$ cat config.mk
export PLATFORM = sky130hd
export DESIGN_NAME = pll_loop_filter_divider_regs
export DESIGN_NICKNAME = d
export VERILOG_FILES = /design/src/hdl/loop_filter_pkg.sv /design/src/hdl/pll_loop_filter_divider_regs.sv
export SDC_FILE = /design/constraint.sdc
export NUM_CORES = 1
export LEC_CHECK = 0
export ABC_AREA = 1
export BUFFER_PORTS_ARGS = -buffer_cell sky130_fd_sc_hd__buf_2
export CORE_ASPECT_RATIO = 2
export CORE_MARGIN = 4
export CORE_UTILIZATION = 56
export CTS_BUF_LIST = sky130_fd_sc_hd__clkbuf_8
export DETAILED_ROUTE_END_ITERATION = 8
export GPL_TIMING_DRIVEN = 0
export PLACE_DENSITY = 0.87
export SETUP_SLACK_MARGIN = 0.05
export SYNTH_ARGS = -nofsm -noshare
export SYNTH_HDL_FRONTEND = slang
export SYNTH_SLANG_ARGS = --single-unit
$ cat constraint.sdc
create_clock -name i_clk_sys -period 3.85 [get_ports i_clk_sys]
set_input_delay 0 -clock i_clk_sys [delete_from_list [all_inputs] [get_ports i_clk_sys]]
set_output_delay 0 -clock i_clk_sys [all_outputs]
set_load 0.005 [all_outputs]
$ cat src/hdl/loop_filter_pkg.sv
// Package: offsets, field layout and reset values of the output loop filter and divider registers
package loop_filter_pkg;
  localparam int ADDR_W = 12;
  localparam logic [ADDR_W-1:0] ADDR_SELECT = 12'h0f5;
  localparam logic [ADDR_W-1:0] ADDR_BYPASS = 12'h0f6;
  localparam logic [ADDR_W-1:0] ADDR_DIVIDER = 12'h0f7;
  localparam int POLE2_LSB = 6;
  localparam int ZERO_LSB = 3;
  localparam int CAP_LSB = 0;
  localparam int BYPASS_BIT = 0;
  localparam int DIV_W = 5;
  localparam logic [7:0] SELECT_RESET = 8'h00;
  localparam logic BYPASS_RESET = 1'b0;
  localparam logic [DIV_W-1:0] DIVIDER_RESET = 5'h01;
  localparam logic [7:0] UNMAPPED_READ = 8'h00;
endpackage : loop_filter_pkg

$ cat src/hdl/pll_loop_filter_divider_regs.sv
// Output loop filter selection and reference divider register slice
`timescale 1ns/1ps

// Summary of operation
// Pole 2 code selects 900/450/300/225 ohms
// Zero code selects one of eight resistances
// Pole 1 code selects 0..48 pF, duplicates
// Bypass bit forces zero resistor to zero
// Bypass bit is MSB of 9-bit control
// Divider ratio 1..31, zero means one
// Reserved bits ignore writes, read zero
module pll_loop_filter_divider_regs
  import loop_filter_pkg::*;
(
  input wire logic i_clk_sys,
  input wire logic i_rst,
  input wire logic [ADDR_W-1:0] i_addr,
  input wire logic [7:0] i_wdata,
  input wire logic i_wr,
  input wire logic i_rd,
  output logic [7:0] o_rdata,
  output logic [8:0] o_loop_filter_ctrl,
  output logic [11:0] o_second_pole_resistor_ohm,
  output logic [11:0] o_zero_resistor_ohm,
  output logic [5:0] o_first_pole_capacitor_pf,
  output logic o_zero_bypass,
  output logic [DIV_W-1:0] o_loop_reference_divider_ratio
);

  ////////////////////////////////////////////////////////////////////////////
  // Registers

  logic [7:0] loop_filter_select;
  logic loop_filter_bypass;
  logic [DIV_W-1:0] loop_reference_divider;

  always_ff @(posedge i_clk_sys or posedge i_rst) begin
    if (i_rst) begin
      loop_filter_select <= SELECT_RESET;
    end else if (i_wr && i_addr == ADDR_SELECT) begin
      loop_filter_select <= i_wdata;
    end
  end

  always_ff @(posedge i_clk_sys or posedge i_rst) begin
    if (i_rst) begin
      loop_filter_bypass <= BYPASS_RESET;
    end else if (i_wr && i_addr == ADDR_BYPASS) begin
      loop_filter_bypass <= i_wdata[BYPASS_BIT];
    end
  end

  always_ff @(posedge i_clk_sys or posedge i_rst) begin
    if (i_rst) begin
      loop_reference_divider <= DIVIDER_RESET;
    end else if (i_wr && i_addr == ADDR_DIVIDER) begin
      loop_reference_divider <= i_wdata[DIV_W-1:0];
    end
  end

  always_ff @(posedge i_clk_sys or posedge i_rst) begin
    if (i_rst) begin
      o_rdata <= UNMAPPED_READ;
    end else if (i_rd) begin
      case (i_addr)
        ADDR_SELECT: o_rdata <= loop_filter_select;
        ADDR_BYPASS: o_rdata <= {7'h00, loop_filter_bypass};
        ADDR_DIVIDER: o_rdata <= {3'h0, loop_reference_divider};
        default: o_rdata <= UNMAPPED_READ;
      endcase
    end else begin
      o_rdata <= UNMAPPED_READ;
    end
  end

  ////////////////////////////////////////////////////////////////////////////
  // Decoders

  logic [1:0] pole2_code;
  logic [2:0] zero_code;
  logic [2:0] cap_code;
  logic [11:0] next_pole2;
  logic [11:0] next_zero;
  logic [5:0] next_cap;
  logic [DIV_W-1:0] next_ratio;

  assign pole2_code = loop_filter_select[POLE2_LSB +: 2];
  assign zero_code = loop_filter_select[ZERO_LSB +: 3];
  assign cap_code = loop_filter_select[CAP_LSB +: 3];

  always_comb begin
    case (pole2_code)
      2'h0: next_pole2 = 12'h384;
      2'h1: next_pole2 = 12'h1c2;
      2'h2: next_pole2 = 12'h12c;
      default: next_pole2 = 12'h0e1;
    endcase
  end

  always_comb begin
    if (loop_filter_bypass) begin
      next_zero = 12'h000;
    end else begin
      case (zero_code)
        3'h0: next_zero = 12'hcb2;
        3'h1: next_zero = 12'habe;
        3'h2: next_zero = 12'h8ca;
        3'h3: next_zero = 12'h834;
        3'h4: next_zero = 12'hbb8;
        3'h5: next_zero = 12'h9c4;
        3'h6: next_zero = 12'h7d0;
        default: next_zero = 12'h73a;
      endcase
    end
  end

  always_comb begin
    case (cap_code)
      3'h0: next_cap = 6'h00;
      3'h1: next_cap = 6'h08;
      3'h2: next_cap = 6'h10;
      3'h3: next_cap = 6'h18;
      3'h4: next_cap = 6'h18;
      3'h5: next_cap = 6'h20;
      3'h6: next_cap = 6'h28;
      default: next_cap = 6'h30;
    endcase
  end

  always_comb begin
    if (loop_reference_divider == 5'h00) begin
      next_ratio = 5'h01;
    end else begin
      next_ratio = loop_reference_divider;
    end
  end

  ////////////////////////////////////////////////////////////////////////////
  // Registered decoded controls

  always_ff @(posedge i_clk_sys or posedge i_rst) begin
    if (i_rst) begin
      o_second_pole_resistor_ohm <= 12'h384;
      o_zero_resistor_ohm <= 12'hcb2;
      o_first_pole_capacitor_pf <= 6'h00;
      o_zero_bypass <= 1'b0;
      o_loop_filter_ctrl <= 9'h000;
      o_loop_reference_divider_ratio <= 5'h01;
    end else begin
      o_second_pole_resistor_ohm <= next_pole2;
      o_zero_resistor_ohm <= next_zero;
      o_first_pole_capacitor_pf <= next_cap;
      o_zero_bypass <= loop_filter_bypass;
      o_loop_filter_ctrl <= {loop_filter_bypass, loop_filter_select};
      o_loop_reference_divider_ratio <= next_ratio;
    end
  end

endmodule : pll_loop_filter_divider_regs

-- Word-level counts from Yosys, hierarchy flattened
Cells that the tools add are included.
- word-level logic and storage cells: 42
- register bits after elaboration: 67
- eq/ne operators: 17
- reductions and logical operators: 8
- muxes and demuxes: 7
- operator list (kind ; number):
    $pmux 12 s7 ; 1
    $eq 12x8->1 const B ; 3
    $pmux 6 s6 ; 1
    $pmux 10 s3 ; 1
    $pmux 8 s3 ; 1
    $eq 3x3->1 const B ; 6
    $eq 3x2->1 const B ; 4
    $mux 12 ; 1
    $mux 8 ; 1
    $eq 3x1->1 const B ; 2
    $logic_not 3->1 ; 2
    $logic_not 5->1 ; 1
    $mux 5 ; 1
    $logic_and 1x1->1 ; 3
    $eq 2x1->1 const B ; 1
    $eq 2x2->1 const B ; 1
    $logic_not 2->1 ; 1
    $reduce_or 2->1 ; 1

-- Depth between registers and ports, before layout
Gate-level depths: netlist of the first run.
- word-level depth: 3
- depth in mapped cells: 9
- gate-level depth less buffers: 8

-- Worst setup path after synthesis of the first run
OpenSTA, ideal clock, no wires.
- path type: reg2reg
- start point: reg loop_filter_select[4]
- end point: reg o_zero_resistor_ohm[3]
- path buffers: 0
- cell stages (with the launch flop): 5
- data arrival time: 903 ps
- library setup time: 134 ps
- path slack: 2813 ps
- period minus slack after synthesis: 1037 ps
- cell sequence: dfrtp_1 > inv_1 > nor2_1 > o21ai_0 > nor3b_1
- longest elaborated chain between the ends: 3
- ends and longest elaborated chain (element ; line ; RTL):
    from (decl) ; pll_loop_filter_divider_regs.sv:33 ; logic [7:0] loop_filter_select;
    from (signal assigned) ; pll_loop_filter_divider_regs.sv:41 ; loop_filter_select <= i_wdata;
    $eq 3x3->1, or another cell as far along ; pll_loop_filter_divider_regs.sv:104 ; case (zero_code)
    $pmux 12 s7 * ; pll_loop_filter_divider_regs.sv:104 ;
    $mux 12 * ; pll_loop_filter_divider_regs.sv:101 ; if (loop_filter_bypass) begin
    via next_zero[3] ; pll_loop_filter_divider_regs.sv:83 ; logic [11:0] next_zero;
    to (signal assigned) ; pll_loop_filter_divider_regs.sv:151 ; o_zero_resistor_ohm <= next_zero;
    to (decl) ; pll_loop_filter_divider_regs.sv:24 ; output logic [11:0] o_zero_resistor_ohm,
Mark *: on every way through the listed nets, which the timed path passes. The rest lies on a longest branch.
A chain may end at the register's enable or synchronous reset.

-- Worst setup path after layout of the first run
Same ends and word-level chain as after synthesis.

==> run_results.csv, run 1 <==
group,metric,value,unit
clock_network,cts_buffer_depth,2,
floorplan,coreArea,0.00392,mm^2
power,leakagePower,1.72,nW
sta,hold_ws,0.0271,ns
clock_network,clock_latency,0.33,ns
layout,layout.nets,334,
sta,worst_slew_pin_slew,0.569,ns
routing,first_iter_violations,50,
layout,drive_gt1_share,41.3,%
routing,drc,0,
clock_network,path_clk_slew,0.06,ns
synthesis,ys_ff_latch,59,
routing,wl_met3,308,um
floorplan,io_pins,77,
clock_network,cts_buffers,9,
routing,routed_via_density,4.83,
grt,grt_pass1_vias,1773,
clock_network,cts_max_level,3,
placement,place_congestion,0.826,
synthesis,synth_top_area_share,51.2,%
synthesis,yosys-top-cells-area,"dfrtp_1, dfstp_2, nand2_1",
layout,n_antenna_cell,0,
layout,multiInputGateArea,608,um^2
sta,fmax,772,MHz
synthesis,seq_area_frac_synth,64.9,%
critical_path,arrival,1.49,ns
sta,setup_tns,0,ns
synthesis,ys_types,28,
critical_path,cp_max_fo,8,
clock_network,cts_tree,"done",
routing,via_count,1768,
sta,timing.final.crit_share,33.7,%
layout,instances_no_fill,366,
placement,portBuffers,69,
critical_path,end_kind,"flip-flop",
grt,antenna_found_initial,0,
sta,rsz0062_at_grt,"no",
synthesis,ys_async_sr_fraction,100,%
hold_path,whs_path_depth,3,
run_status,outcome,"completed",
critical_path,rr_worst_depth,4,
routing,drtPass1Iterations,5,
critical_path,startpoint,"loop_filter_select[4]",
hold_path,hp-start,"i_wr",
routing,drt-total-wl,4740,um
critical_path,crit_type,"reg2reg",
hold_path,holdCritPathClass,"in2reg",
critical_path,startpoint_type,"flip-flop",
grt,grt_max_degree,32,
floorplan,num_rows,32,
synthesis,synth_edf_count,0,
layout,areaGrowthSynthToFinish,32.0,%
synthesis,synthTopCellsByCount,"dfrtp_1, nand2_1, inv_1",
synthesis,synthFlopType,"dfrtp_1",
layout,area.sequential,0.00149,mm^2
critical_path,cp.required,4.05,ns
floorplan,dieHeight,98.6,um
critical_path,r2r_end,"o_zero_resistor_ohm[3]",
sta,slew_viol_final,0,
placement,hpwl,3450,um
sta,min_period,1.30,ns
synthesis,ys_warn_count,0,
sta,skew,0.00598,ns
floorplan,die_area,0.00526,mm^2
run,maxCapViolCount,0,
grt,grt_first_pass_wirelength,7940,um
routing,highest_layer,"met4",
power,ir_drop,305,uV
critical_path,timing.rr.start,"loop_filter_select[4]",
clock_network,cts-root-buf,"clkbuf_8",
sta,setup_viol,0,
clock_network,numClockSinks,59,
floorplan,dieWidth,53.3,um
sta,slew_headroom,62.0,%
layout,n_fill_cell,279,
power,cellPowerDensity,389,mW/mm^2
synthesis,synth_most_common_cell,"dfrtp_1",
synthesis,yosysTopAreaCell,"dfrtp_1",
sta,hold_violations,0,
routing,wl_met2,2640,um
synthesis,synth_area,0.00230,mm^2
synthesis,syn_inst,213,
critical_path,reg2reg_setup_slack,2.55,ns
routing,wl_per_cell,12.9,um
routing,wl_met1,1570,um
hold_path,hold_end,"loop_filter_bypass",
placement,dp.cells,340,
synthesis,avgSynthCellArea,10.8,um^2
grt,track_usage,21.2,%
routing,ant_nets,0,
floorplan,start_util,58.6,%
clock_network,postCtsSetupRepairBufs,0,
grt,grt-ovfl-total,0,
-- sequential cells by signal, indices dropped and copies added (netlist names) --
register / flops
loop_filter_bypass: 1
o_loop_reference_divider_ratio: 5
o_second_pole_resistor_ohm: 9
o_first_pole_capacitor_pf: 3
o_zero_resistor_ohm: 11
o_loop_filter_ctrl: 9
loop_filter_select: 8
loop_reference_divider: 5
o_rdata: 8
-- layout by cell type (no fill, tap or decap) --
master	synthesis	layout
a21oi_1	6	6
nand2_1	29	29
nand3_4	1	1
nor2_2	2	2
nor2_4	2	2
inv_1	27	28
o41ai_1	1	1
o21ai_1	1	1
buf_6	2	2
nor3_1	3	3
and3_1	2	2
o21ai_2	8	8
xor2_1	1	1
dlygate4sd3_1	0	10
buf_12	0	1
nand4_1	1	1
conb_1	1	7
buf_4	8	8
inv_2	3	4
clkbuf_8	0	12
clkinv_2	0	2
clkbuf_1	7	7
nor2_8	1	1
nand4_4	1	1
dfrtp_1	47	47
nand3_1	14	14
nand2_2	5	5
dfstp_2	12	12
and2_1	1	1
buf_2	0	69
o21ai_0	8	8
nor3b_1	1	1
nor2_1	18	18
-- critical path, stage by stage (launching register included) --
cell     delay [ns]
dfrtp_1        0.49
inv_1          0.11
nor2_1         0.27
o21ai_0        0.13
nor3b_1        0.16
-- timing repair --
action | in CTS | in global routing
hold buffers | 10 | 0
resized for setup | 0 | 0
endpoints found under the hold margin | 35 | 0
endpoints found under the setup margin | 0 | 0
-- power breakdown --
group | total (mW) | internal [mW] | leakage [nW] | switching, mW
clock network | 0.495 | 0.279 | 0.105 | 0.217
registers | 0.625 | 0.624 | 0.771 | 0.00149
logic | 0.0598 | 0.0269 | 0.846 | 0.0329
-- worst max-delay path by stage --
stage	end	slack (ns)	cells past startpoint
4_1_cts	o_zero_resistor_ohm[3]	2.60	4
3_3_place_gp	o_rdata[0]	1.93	2
2_1_floorplan	loop_filter_bypass	2.41	1
6_report	o_zero_resistor_ohm[3]	2.55	4
5_1_grt	o_zero_resistor_ohm[3]	2.45	4
3_5_place_dp	o_zero_resistor_ohm[3]	2.63	4
-- metrics by stage --
step | setup WS, ns | area [um^2] | util, % | total power [mW]
floorplan | 2.41 | 2320 | - | 0.665
global placement | 1.93 | 2730 | 69.6 | 0.684
detailed placement | 2.63 | 2750 | 70.1 | 0.688
CTS | 2.60 | 3030 | 77.3 | 1.19
global route | 2.45 | 3030 | 77.3 | 1.23
finish | 2.55 | 3030 | 77.3 | 1.18
-- layout make-up --
cell class                      count  share of cell area [%]
Buffer                             17                    3.59
Clock buffer                       12                    5.45
Tap cell                           51                    2.10
Timing Repair Buffer               80                    15.3
Sequential cell                    59                    49.2
Multi-Input combinational cell    113                    20.0
Clock inverter                      4                   0.578
Inverter                           30                    3.71
-- layer usage --
metal  up-vias  track usage (%)
li1        841                -
met1       823             21.5
met2        83             35.7
met3        21             6.51
met4         0             13.4
met5         -                0
-- logic make-up after synthesis --
| kind of cell | synth area share [%] |
|---|---|
| AOI/OAI and AO/OA | 6.70 |
| xor gates and xnor gates | 0.381 |
| buffers and inverters | 9.64 |
| DFF | 64.9 |
| other | 0.163 |
| and+or+nand+nor | 18.2 |
(Power assumes the default switching activity.)
==> run 2, diff against run 1 <==
Settings changed: CORE_UTILIZATION 56 to 52, PLACE_DENSITY 0.87 to 0.82.
Clock period 3.85 ns to 1.2 ns, I/O delays scaled along.
==> run 2 against run 1 <==
Against the previous run:
- critical path depth stayed put
- count of clock-buffer cells in the layout unchanged
- clock power rose to 3.7 times the previous value
- die area grew 6.8%
- via count down 1.4%
- first-iteration DRC count fell by 34%
- critical path type unchanged
- largest power group unchanged
==> run_results.csv, run 2 (synthesis gave the netlist of run 1 again) <==
group,metric,value,unit
run_status,outcome,"completed",
layout,final_core_util,72.1,%
floorplan,num_rows,34,
hold_path,hold_end,"loop_filter_bypass",
sta,min_period,1.09,ns
sta,slew_viol_final,0,
routing,drtPass1Iterations,4,
routing,wl_per_cell,12.6,um
power,leakagePower,1.73,nW
layout,n_fill_cell,335,
critical_path,crit_family,"flip-flops",
floorplan,coreArea,0.00430,mm^2
grt,grt_pass1_vias,1655,
sta,hold_ws,0.0349,ns
critical_path,critPathBufInv,1,
layout,layout.nets,336,
sta,setup_viol,0,
clock_network,cts_buffer_depth,2,
placement,post_dp_cell_area,0.00274,mm^2
power,cellPowerDensity,1300,mW/mm^2
routing,drt-total-wl,4690,um
routing,drc,0,
sta,hold_violations,0,
placement,portBuffers,69,
placement,place_congestion,0.802,
clock_network,numClockSinks,59,
hold_path,whs_path_depth,3,
layout,n_antenna_cell,0,
hold_path,holdCritPathClass,"in2reg",
layout,top_regs,"o_zero_resistor_ohm (11), o_loop_filter_ctrl (9), o_second_pole_resistor_ohm (9)",
critical_path,reg2reg_setup_slack,0.11,ns
power,ir_drop,879,uV
grt,grt_first_pass_wirelength,7110,um
floorplan,io_pins,77,
critical_path,end_kind,"flip-flop",
clock_network,cts-root-buf,"clkbuf_8",
floorplan,die_area,0.00561,mm^2
layout,layout_commonest_cell,"buf_2",
grt,track_usage,18.0,%
routing,routed_via_density,4.70,
clock_network,clock_latency,0.33,ns
sta,worst_slew_pin_slew,0.644,ns
critical_path,cp.required,1.41,ns
critical_path,arrival,1.30,ns
routing,first_iter_violations,33,
layout,fin_area,0.00310,mm^2
routing,ant_nets,0,
placement,hpwl,3250,um
grt,antenna_found_initial,0,
floorplan,dieWidth,55.0,um
critical_path,cp_slowest_stage_delay,0.44,ns
layout,areaGrowthSynthToFinish,34.8,%
floorplan,dieHeight,102,um
sta,fmax,919,MHz
clock_network,cts_tree,"done",
floorplan,start_util,53.5,%
grt,grt-ovfl-total,0,
critical_path,timing.rr.start,"loop_filter_select[3]",
sta,slew_headroom,57.0,%
sta,skew,0.00503,ns
critical_path,startpoint_type,"flip-flop",
clock_network,cts_max_level,3,
critical_path,path_cells,"inv_2, nor2_2, o21ai_0, nor3b_1",
sta,rsz0062_at_grt,"yes",
critical_path,cp_max_fo,6,
grt,grt_max_degree,60,
routing,via_count,1744,
critical_path,crit_type,"reg2reg",
clock_network,path_clk_slew,0.06,ns
layout,final_cell_mix,"buf_2, dfrtp_1, nand2_1",
clock_network,cts_buffers,9,
run,maxCapViolCount,0,
layout,largest_register_ffs,11,
critical_path,r2r_end,"o_zero_resistor_ohm[3]",
layout,largest_register,"o_zero_resistor_ohm",
critical_path,cp_slowest_cell,"dfrtp_2",
layout,drive_gt1_share,44.5,%
sta,timing.final.crit_share,90.7,%
hold_path,hp-start,"i_wr",
critical_path,rr_worst_depth,4,
[run 2: cell count changes in the layout (fill, tap and decap cells not counted), sizes merged]
cell / previous run / this run
buf: 80 / 82
bufinv: 0 / 1
clkinvlp: 0 / 2
inv: 32 / 29
[run 2: metrics by stage]
stage	worst slack [ns]	total power, mW	instances	TNS [ns]
floorplan	0.163	2.13	219	0
global placement	0.0345	2.20	342	0
detailed placement	-0.0344	2.20	342	-0.0344
CTS	0.0387	4.05	367	0
global route	0.0258	4.18	371	0
finish	0.112	4.04	371	0
[run 2: power breakdown]
group | switching [mW] | leakage (nW) | internal [mW]
combinational | 0.107 | 0.856 | 0.0872
sequential | 0.00452 | 0.768 | 2.00
clock | 0.720 | 0.108 | 1.12
[run 2: worst reg2reg max path, stage by stage (launching register included)]
cell and delay, ns:
dfrtp_2 0.44, inv_2 0.08, nor2_2 0.18, o21ai_0 0.12
nor3b_1 0.16
[run 2: metal layers]
layer / GRT usage [%] / vias to the layer above / share of wire [%]
met5: 0 / - / 0
met4: 8.61 / 0 / 3.1
met3: 5.84 / 13 / 7.4
met2: 31.0 / 74 / 57
met1: 18.8 / 811 / 32
li1: - / 846 / -
[run 2: cell type report]
| type | count | area [um^2] | share of cell area [%] |
|---|---|---|---|
| Sequential cell | 59 | 1490 | 48.2 |
| Multi-Input combinational cell | 113 | 618 | 19.9 |
| Timing Repair Buffer | 82 | 480 | 15.5 |
| Clock buffer | 12 | 165 | 5.33 |
| Inverter | 30 | 116 | 3.75 |
| Buffer | 17 | 110 | 3.55 |
| Tap cell | 54 | 67.6 | 2.18 |
| Clock inverter | 4 | 47.5 | 1.53 |
[run 2: worst max-delay path by stage]
stage / start / end / slack [ns] / cells past startpoint
2_1_floorplan: loop_filter_select[4] / o_zero_resistor_ohm[3] / 0.16 / 4
3_3_place_gp: loop_filter_select[4] / o_zero_resistor_ohm[3] / 0.03 / 4
3_5_place_dp: loop_filter_select[4] / o_zero_resistor_ohm[3] / -0.03 / 4
4_1_cts: loop_filter_select[3] / o_zero_resistor_ohm[6] / 0.04 / 4
5_1_grt: loop_filter_select[3] / o_zero_resistor_ohm[3] / 0.03 / 4
6_report: loop_filter_select[3] / o_zero_resistor_ohm[3] / 0.11 / 4
[run 2: timing repair]
| action | CTS | global route |
|---|---|---|
| cloned | 0 | 0 |
| setup endpoints to repair | 5 | 6 |
| gates resized for setup | 2 | 7 |
| hold endpoints to repair | 62 | 23 |
| buffers inserted | 0 | 2 |
| hold buffers | 9 | 1 |
